File: src/core/pdcl_pkg.sv
// Overview of operation
// - Crystal divided by sixteen forms reference.
// - Feedback divider divides VCO by M.
// - Output divider gives 1,2,4,8, even duty.
// - Rising parallel strobe captures M and N.
// - Parallel path wins; serial needs strobe high.
// - Fourteen-bit shift register advances per serial clock.
// - Falling serial load copies shifter when strobe high.
// - Probe pin shows node chosen by T bits.
// - M is unsigned nine-bit binary, 200 to 400.
// - Stream order: T, N, M, MSB first.
// - Strobe low makes parallel latches transparent.
// - Strobe low forces probe select to zero.
// - N select 00,01,10,11 divides 1,2,4,8.
package pdcl_pkg;

  // ---------------------------------------------------------------------
  // Widths and field layout of the serial word.
  // ---------------------------------------------------------------------
  localparam int M_W       = 9;
  localparam int N_W       = 2;
  localparam int T_W       = 3;
  localparam int SHIFT_W   = 14;
  localparam int M_LSB     = 0;
  localparam int N_LSB     = 9;
  localparam int T_LSB     = 11;
  localparam int REF_DIV   = 16;
  localparam int REF_CNT_W = 4;
  localparam int OUT_CNT_W = 3;

  // ---------------------------------------------------------------------
  // Reset values and encodings.
  // ---------------------------------------------------------------------
  localparam logic [M_W-1:0]     M_RESET   = 9'h0C8;
  localparam logic [N_W-1:0]     N_RESET   = 2'h0;
  localparam logic [T_W-1:0]     T_STATIC  = 3'h0;
  localparam logic [SHIFT_W-1:0] SHIFT_RST = 14'h0000;
  localparam logic [REF_CNT_W-1:0] REF_LAST = 4'h7;
  localparam logic [M_W-1:0]     M_ONE     = 9'h001;
  localparam logic [OUT_CNT_W-1:0] OUT_ONE = 3'h1;

  // Probe selections.
  localparam logic [T_W-1:0] PROBE_REF  = 3'h1;
  localparam logic [T_W-1:0] PROBE_FB   = 3'h2;
  localparam logic [T_W-1:0] PROBE_VCO  = 3'h3;
  localparam logic [T_W-1:0] PROBE_ONE  = 3'h4;
  localparam logic [T_W-1:0] PROBE_XTAL = 3'h5;
  localparam logic [T_W-1:0] PROBE_SCLK = 3'h6;
  localparam logic [T_W-1:0] PROBE_OUT  = 3'h7;

  // Load-path state, Gray coded along parallel, hold, serial.
  typedef enum logic [1:0] {
    PDCL_PAR  = 2'h0,
    PDCL_HOLD = 2'h1,
    PDCL_SER  = 2'h3
  } pdcl_state_t;

endpackage : pdcl_pkg

File: src/core/pdcl_loader.sv
`timescale 1ns/1ps
module pdcl_loader
  import pdcl_pkg::*;
(
  input  wire logic           clk_in,
  input  wire logic           reset_n_in,
  input  wire logic           xtal_in,
  input  wire logic           vco_in,
  input  wire logic           par_load_n_in,
  input  wire logic [M_W-1:0] m_par_in,
  input  wire logic [N_W-1:0] n_par_in,
  input  wire logic           ser_clock_in,
  input  wire logic           ser_data_in,
  input  wire logic           ser_load_in,
  output logic                ref_clk_out,
  output logic                fb_clk_out,
  output logic                synth_clock_out,
  output logic                probe_out,
  output logic [M_W-1:0]      m_cfg_out,
  output logic [N_W-1:0]      n_cfg_out,
  output logic [T_W-1:0]      t_cfg_out
);

  // ---------------------------------------------------------------------
  // Pin synchronisers: three stages, a change counts when 2 and 3 agree.
  // ---------------------------------------------------------------------
  logic [4:0]  sync1;
  logic [4:0]  sync2;
  logic [4:0]  sync3;
  logic [4:0]  pin_raw;
  logic [4:0]  stable;
  logic [4:0]  next_stable;
  logic [M_W-1:0] m_s1, m_s2, m_s3, m_in;
  logic [N_W-1:0] n_s1, n_s2, n_s3, n_in;

  assign pin_raw = {xtal_in, vco_in, par_load_n_in, ser_clock_in,
                    ser_load_in};

  // Filter on agreement of the two later stages only.
  genvar gi;
  generate
    for (gi = 0; gi < 5; gi++) begin : g_filt
      always_comb begin
        next_stable[gi] = (sync2[gi] == sync3[gi]) ? sync3[gi] : stable[gi];
      end
    end
  endgenerate

  always_ff @(posedge clk_in or negedge reset_n_in) begin
    if (!reset_n_in) begin
      sync1  <= '0;
      sync2  <= '0;
      sync3  <= '0;
      stable <= '0;
      m_s1   <= M_RESET;
      m_s2   <= M_RESET;
      m_s3   <= M_RESET;
      n_s1   <= N_RESET;
      n_s2   <= N_RESET;
      n_s3   <= N_RESET;
    end else begin
      sync1  <= pin_raw;
      sync2  <= sync1;
      sync3  <= sync2;
      stable <= next_stable;
      m_s1   <= m_par_in;
      m_s2   <= m_s1;
      m_s3   <= m_s2;
      n_s1   <= n_par_in;
      n_s2   <= n_s1;
      n_s3   <= n_s2;
    end
  end

  // The data pin is sampled only at a qualified serial clock edge, which
  // lags the pin by four registers (three stages and the filter), so a
  // matching four-register delay keeps the setup relation the host already meets at the pins.
  logic sd1, sd2, sd3, sd4;
  always_ff @(posedge clk_in or negedge reset_n_in) begin
    if (!reset_n_in) begin
      sd1 <= 1'b0;
      sd2 <= 1'b0;
      sd3 <= 1'b0;
      sd4 <= 1'b0;
    end else begin
      sd1 <= ser_data_in;
      sd2 <= sd1;
      sd3 <= sd2;
      sd4 <= sd3;
    end
  end

  // Parallel words use the agreed value of the last two stages.
  assign m_in = (m_s2 == m_s3) ? m_s3 : m_cfg_out;
  assign n_in = (n_s2 == n_s3) ? n_s3 : n_cfg_out;

  // ---------------------------------------------------------------------
  // Edge detection on the filtered pins.
  // ---------------------------------------------------------------------
  logic [4:0] stable_d;
  logic       xtal_rise, vco_rise, pl_high, pl_rise, sclk_rise, sld_fall;

  always_ff @(posedge clk_in or negedge reset_n_in) begin
    if (!reset_n_in) begin
      stable_d <= '0;
    end else begin
      stable_d <= stable;
    end
  end

  assign xtal_rise = stable[4] & ~stable_d[4];
  assign vco_rise  = stable[3] & ~stable_d[3];
  assign pl_high   = stable[2];
  assign pl_rise   = stable[2] & ~stable_d[2];
  assign sclk_rise = stable[1] & ~stable_d[1];
  assign sld_fall  = ~stable[0] & stable_d[0];

  // ---------------------------------------------------------------------
  // Serial shifter and configuration latches.
  // ---------------------------------------------------------------------
  logic [SHIFT_W-1:0] shift;
  logic [SHIFT_W-1:0] next_shift;
  logic [M_W-1:0]     next_m;
  logic [N_W-1:0]     next_n;
  logic [T_W-1:0]     next_t;
  pdcl_state_t        state;
  pdcl_state_t        next_state;

  // The shifter runs regardless of the strobe; only the transfer is gated.
  // Older bits simply fall off the top, so the last fourteen survive.
  always_comb begin
    next_shift = shift;
    if (sclk_rise) begin
      next_shift = {shift[SHIFT_W-2:0], sd4};
    end
  end

  // Strobe low tracks the pins and parks the probe; the rising edge
  // freezes the last tracked value; serial loads apply only when high.
  always_comb begin
    next_m     = m_cfg_out;
    next_n     = n_cfg_out;
    next_t     = t_cfg_out;
    next_state = state;
    case (state)
      PDCL_PAR: begin
        next_m = m_in;
        next_n = n_in;
        next_t = T_STATIC;
        if (pl_rise) begin
          next_state = PDCL_HOLD;
        end
      end
      PDCL_HOLD, PDCL_SER: begin
        if (!pl_high) begin
          next_state = PDCL_PAR;
          next_t     = T_STATIC;
        end else if (sld_fall) begin
          next_m     = shift[M_LSB +: M_W];
          next_n     = shift[N_LSB +: N_W];
          next_t     = shift[T_LSB +: T_W];
          next_state = PDCL_SER;
        end
      end
      default: begin
        next_state = PDCL_PAR;
      end
    endcase
  end

  always_ff @(posedge clk_in or negedge reset_n_in) begin
    if (!reset_n_in) begin
      shift     <= SHIFT_RST;
      m_cfg_out <= M_RESET;
      n_cfg_out <= N_RESET;
      t_cfg_out <= T_STATIC;
      state     <= PDCL_PAR;
    end else begin
      shift     <= next_shift;
      m_cfg_out <= next_m;
      n_cfg_out <= next_n;
      t_cfg_out <= next_t;
      state     <= next_state;
    end
  end

  // ---------------------------------------------------------------------
  // Reference and feedback dividers, counting filtered edges.
  // ---------------------------------------------------------------------
  logic [REF_CNT_W-1:0] ref_cnt, next_ref_cnt;
  logic [M_W-1:0]       fb_cnt, next_fb_cnt;
  logic                 next_ref, next_fb;

  // Reference toggles every eight crystal edges: divide by sixteen.
  always_comb begin
    next_ref_cnt = ref_cnt + 4'h1;
    next_ref     = ref_clk_out;
    if (xtal_rise && ref_cnt == REF_LAST) begin
      next_ref_cnt = '0;
      next_ref     = ~ref_clk_out;
    end else if (!xtal_rise) begin
      next_ref_cnt = ref_cnt;
    end
  end

  // Feedback gives one pulse per M VCO edges; zero behaves as one.
  always_comb begin
    next_fb_cnt = fb_cnt;
    next_fb     = 1'b0;
    if (vco_rise) begin
      if (fb_cnt + M_ONE >= m_cfg_out) begin
        next_fb_cnt = '0;
        next_fb     = 1'b1;
      end else begin
        next_fb_cnt = fb_cnt + M_ONE;
      end
    end
  end

  logic out_div;
  logic next_probe;

  pdcl_out_div u_out_div (
    .clk_in     (clk_in),
    .reset_n_in (reset_n_in),
    .vco_in     (stable[3]),
    .n_sel_in   (n_cfg_out),
    .div_out    (out_div)
  );

  // Probe mux; zero keeps the pin static for best output jitter.
  always_comb begin
    case (t_cfg_out)
      PROBE_REF:  next_probe = ref_clk_out;
      PROBE_FB:   next_probe = fb_clk_out;
      PROBE_VCO:  next_probe = stable[3];
      PROBE_ONE:  next_probe = 1'b1;
      PROBE_XTAL: next_probe = stable[4];
      PROBE_SCLK: next_probe = stable[1];
      PROBE_OUT:  next_probe = synth_clock_out;
      default:    next_probe = 1'b0;
    endcase
  end

  always_ff @(posedge clk_in or negedge reset_n_in) begin
    if (!reset_n_in) begin
      ref_cnt         <= '0;
      fb_cnt          <= '0;
      ref_clk_out     <= 1'b0;
      fb_clk_out      <= 1'b0;
      synth_clock_out <= 1'b0;
      probe_out       <= 1'b0;
    end else begin
      ref_cnt         <= next_ref_cnt;
      fb_cnt          <= next_fb_cnt;
      ref_clk_out     <= next_ref;
      fb_clk_out      <= next_fb;
      synth_clock_out <= out_div;
      probe_out       <= next_probe;
    end
  end

  // ---------------------------------------------------------------------
  // Checks.
  // ---------------------------------------------------------------------
  chk_par_probe_zero: assert property (@(posedge clk_in)
    disable iff (!reset_n_in) (state == PDCL_PAR) |=> t_cfg_out == T_STATIC)
    else $error("probe select not parked while strobe low");
  chk_ser_load_copy: assert property (@(posedge clk_in)
    disable iff (!reset_n_in) (state != PDCL_PAR && pl_high && sld_fall)
    |=> m_cfg_out == $past(shift[M_LSB +: M_W])
        && t_cfg_out == $past(shift[T_LSB +: T_W]))
    else $error("serial load did not copy shifter");
  chk_ser_blocked: assert property (@(posedge clk_in)
    disable iff (!reset_n_in) (state == PDCL_PAR && !pl_rise)
    |=> m_cfg_out == $past(m_in))
    else $error("parallel path not transparent");
  chk_shift_step: assert property (@(posedge clk_in)
    disable iff (!reset_n_in) sclk_rise
    |=> shift == {$past(shift[SHIFT_W-2:0]), $past(sd4)})
    else $error("shifter did not advance");
  chk_shift_hold: assert property (@(posedge clk_in)
    disable iff (!reset_n_in) !sclk_rise |=> $stable(shift))
    else $error("shifter moved without clock");
  chk_par_capture: assert property (@(posedge clk_in)
    disable iff (!reset_n_in) (state == PDCL_PAR && pl_rise)
    |=> state == PDCL_HOLD ##1 (state == PDCL_PAR
        || ($stable(m_cfg_out) && $stable(n_cfg_out)) || $past(sld_fall)))
    else $error("parallel capture not held");
  chk_ref_period: assert property (@(posedge clk_in)
    disable iff (!reset_n_in) (xtal_rise && ref_cnt == REF_LAST)
    |=> ref_clk_out != $past(ref_clk_out))
    else $error("reference did not toggle at count end");
  chk_fb_pulse: assert property (@(posedge clk_in)
    disable iff (!reset_n_in) fb_clk_out |-> $past(vco_rise))
    else $error("feedback pulse without vco edge");

endmodule : pdcl_loader

File: src/core/pdcl_out_div.sv
`timescale 1ns/1ps
// -----------------------------------------------------------------------
// Output divider: 2, 4 or 8 from a binary counter, 1 passes the VCO level.
// -----------------------------------------------------------------------
module pdcl_out_div
  import pdcl_pkg::*;
(
  input  wire logic           clk_in,
  input  wire logic           reset_n_in,
  input  wire logic           vco_in,
  input  wire logic [N_W-1:0] n_sel_in,
  output logic                div_out
);

  logic [OUT_CNT_W-1:0] count;
  logic [OUT_CNT_W-1:0] next_count;
  logic                 vco_d;
  logic                 vco_rise;

  // Edges are found here, so that divide by one can pass the level itself.
  assign vco_rise = vco_in & ~vco_d;

  // A binary counter's bit k toggles at half the rate of bit k-1,
  // so each tap is exactly 50% duty with no compare glitch.
  always_comb begin
    next_count = count;
    if (vco_rise) begin
      next_count = count + OUT_ONE;
    end
  end

  always_ff @(posedge clk_in or negedge reset_n_in) begin
    if (!reset_n_in) begin
      count <= '0;
      vco_d <= 1'b0;
    end else begin
      count <= next_count;
      vco_d <= vco_in;
    end
  end

  // Divide by one passes the VCO level, which keeps its even duty cycle.
  always_comb begin
    case (n_sel_in)
      2'h0:    div_out = vco_in;
      2'h1:    div_out = count[0];
      2'h2:    div_out = count[1];
      default: div_out = count[2];
    endcase
  end

endmodule : pdcl_out_div

File: config.mk
export PLATFORM = sky130hd
export DESIGN_NAME = pdcl_loader
export DESIGN_NICKNAME = d
export VERILOG_FILES = /design/src/core/pdcl_pkg.sv /design/src/core/pdcl_loader.sv /design/src/core/pdcl_out_div.sv
export SDC_FILE = /design/constraint.sdc
export NUM_CORES = 1
export LEC_CHECK = 0
export BUFFER_PORTS_ARGS = -buffer_cell sky130_fd_sc_hd__buf_4
export CAP_MARGIN = 20
export CORE_MARGIN = 10
export CORE_UTILIZATION = 35
export CTS_CLUSTER_SIZE = 25
export DETAILED_ROUTE_END_ITERATION = 8
export SLEW_MARGIN = 20
export SYNTH_ARGS = -nofsm -noshare
export SYNTH_HDL_FRONTEND = slang
export SYNTH_SLANG_ARGS = --single-unit
File: constraint.sdc
create_clock -name clk_in -period 3.7 [get_ports clk_in]
set_clock_uncertainty 0.05 [all_clocks]
set_input_delay 0.925 -clock clk_in [delete_from_list [all_inputs] [get_ports clk_in]]
set_output_delay 0.925 -clock clk_in [all_outputs]
set_load 0.02 [all_outputs]
==> run summary <==
Status = finished, final reports clean
Syn avg cell area = 13.3 sq um
First-pass GRT wire length = 12000 microns
Synth top area share = 59.3%
PwrDens = 689 mW/mm^2
Reg clk slew, reported paths = 0.07 ns
Synth Net Count = 348
# fillers = 1121
Die Ht = 130 microns
Post-synth EDFFs = 0
Netlist cell types = 41
Die ar. = 0.0168 sq mm
Worst Tran Pin Value = 0.796 ns
Gr ovfl total = 0
# hold bufs at CTS = 0
Final hold viol count = 0
Count leader, synth = dfrtp_1
Die span in x = 130 microns
Most frequent cells after synthesis = dfrtp_1, nand2_1, o21ai_0
H-tree depth = 3
ANT nets after route = 0
TritonCTS clock tree = built
Post-Synthesis Cells = 317
CTS Buf Count = 9
DR WL/cell = 13.3 microns
Port Buf Inserts = 36
# setup viols final = 0
TNS Setup = 0 ns
Largest net degree at the start of global routing = 113
Fmax = 357 MHz
Core Box Area = 0.0119 sq mm
Placed Area = 0.00466 sq mm
Post-Syn Area = 0.00422 sq mm
CP startpoint kind = register
Total GRT Usage = 9.01%
Max FO, Critical Path = 10
P_leak = 0.00222 uW
Initial antenna violation count = 0
Via-per-instance ratio = 4.61
DRT Wirelength = 6760 microns
Synthesis Warnings = 0
Design Area, Final = 0.00495 sq mm
Synth Flop Type = dfrtp_1
Vias = 2350
DRT Pass-1 Iters = 4
Power, Total = 3410 uW
Number of synthesized register bits = 112
N_diodes = 0
Initial core utilization = 35.4%
Worst skew pair latency = 0.34 ns
WS Path Type = register to register
Final Critical Period = 2.80 ns
Critical Path Sink Type = register
Clock buffer depth = 2
Area growth from synthesis to layout = 17.4%
Worst EP arrival = 3.03 ns
RSZ-0062 raised after global routing = no
Leading area contributor after synthesis = dfrtp_1
Synth top area cells = dfrtp_1, dfstp_2, mux2_2
Max-cap violations = 0
Clock sink count = 112
Final RePlAce weighted congestion = 0.784
Drt drc = 0
Num ports = 37
Nets@finish = 389
Seq/Total Area, Yosys = 66.8%
DR iter-0 viols = 98
Crit path required time = 3.92 ns
Share of layout cells above drive strength 1 = 24.0%
Tcrit/Tclk final = 75.8%
VDD IR-drop max = 0.192 mV
Rows = 40
HP Class = register to register
Slew margin rel. = 46.9%
DPL Wire Length = 4720 microns
Clk root buf = clkbuf_16
Vias in the first global route = 2436
Async S/R FF share, synth = 100%
Pins Over Slew Limit = 0
Buffers inserted by post-CTS timing repair = 0
Post-CTS sizing = 0
cell usage in the layout, fill, tap and decap left out, types with 4 or more instances in the layout:
cell type | synthesis | routed
buf_4 | 0 | 36
xnor2_1 | 11 | 11
a21o_1 | 4 | 4
ha_1 | 12 | 12
a21oi_1 | 8 | 8
maj3_1 | 5 | 5
dfstp_2 | 12 | 12
nand2_1 | 40 | 40
nor2_1 | 6 | 6
inv_1 | 10 | 10
mux2_2 | 15 | 15
nand3_1 | 6 | 6
nor2b_1 | 6 | 5
mux2i_1 | 13 | 13
o21ai_0 | 23 | 23
dfrtp_1 | 100 | 100
xor2_1 | 11 | 11
clkbuf_16 | 0 | 9
layout make-up:
| type | instances | area, sq um | area share (%) |
|---|---|---|---|
| inverter | 10 | 37.5 | 0.758 |
| timing repair buffer | 37 | 290 | 5.86 |
| clock buffer | 10 | 239 | 4.83 |
| multi-input combinational | 188 | 1340 | 27.0 |
| clock inverter | 6 | 48.8 | 0.985 |
| sequential | 112 | 2820 | 56.9 |
| tap | 147 | 184 | 3.71 |
per-layer routing:
metal | vias to the layer above | part of all wire (%) | GRT usage (%)
li1 | 1162 | - | -
met1 | 1143 | 47 | 11.9
met2 | 33 | 48 | 13.5
met3 | 12 | 3.8 | 2.96
met4 | 0 | 1.6 | 3.57
met5 | - | 0 | 0
through the flow:
step / setup slack [ns] / hold slack (ns) / instances / util, %
2_1_floorplan: 1.21 / 0.281 / 317 / -
3_3_place_gp: 1.04 / 0.281 / 494 / 39.1
3_5_place_dp: 0.918 / 0.285 / 494 / 39.1
4_1_cts: 0.911 / 0.301 / 510 / 41.6
5_1_grt: 0.717 / 0.304 / 510 / 41.6
6_report: 0.896 / 0.299 / 510 / 41.6
sequential cells by signal, indices dropped and copies added (netlist names), 9 cells and up:
| name | flops |
|---|---|
| fb_cnt | 9 |
| m_cfg_out | 9 |
| m_s1 | 9 |
| m_s2 | 9 |
| m_s3 | 9 |
| shift | 14 |
worst max-delay path: stages, from the launching register on:
cell and delay (ns):
dfrtp_1 0.45, ha_1 0.28, nand3_2 0.13, nor3_1 0.24, xor2_1 0.21, ha_1 0.29, nand4_1 0.12, nor2_1 0.06
a211o_1 0.41, or2_2 0.33, o2bb2ai_1 0.15
final timing paths:
kind | end | slack (ns) | cells past startpoint | startpoint
max | fb_cnt[2] | 0.90 | 10 | fb_cnt[0]
min | sync2[4] | 0.30 | 0 | sync1[4]
max reg2reg | fb_cnt[2] | 0.90 | 10 | fb_cnt[0]
min reg2reg | sync2[4] | 0.30 | 0 | sync1[4]
max in group asynchronous | m_s1[3] | 2.57 | 2 | reset_n_in
min in group asynchronous | sync3[2] | 0.58 | 2 | reset_n_in
power by group:
part	total, uW	leakage, uW	internal (uW)	switching (uW)
combinational	785	0.000746	380	406
clock	919	0.000132	482	437
sequential	1710	0.00134	1490	221
cells by family (layout without fill, tap and decap cells):
group	count (synthesis)	after routing	synth area share [%]
buffers and inverters	17	63	1.60
AND/OR/NAND/NOR	77	77	8.69
AO/OA/AOI/OAI	43	43	5.96
flip-flops	112	112	66.8
multiplexers	29	29	7.62
XOR/XNOR	22	22	4.57
adder cells (fa/ha/maj)	17	17	4.75
No activity file was read; power rests on OpenSTA's default activity.
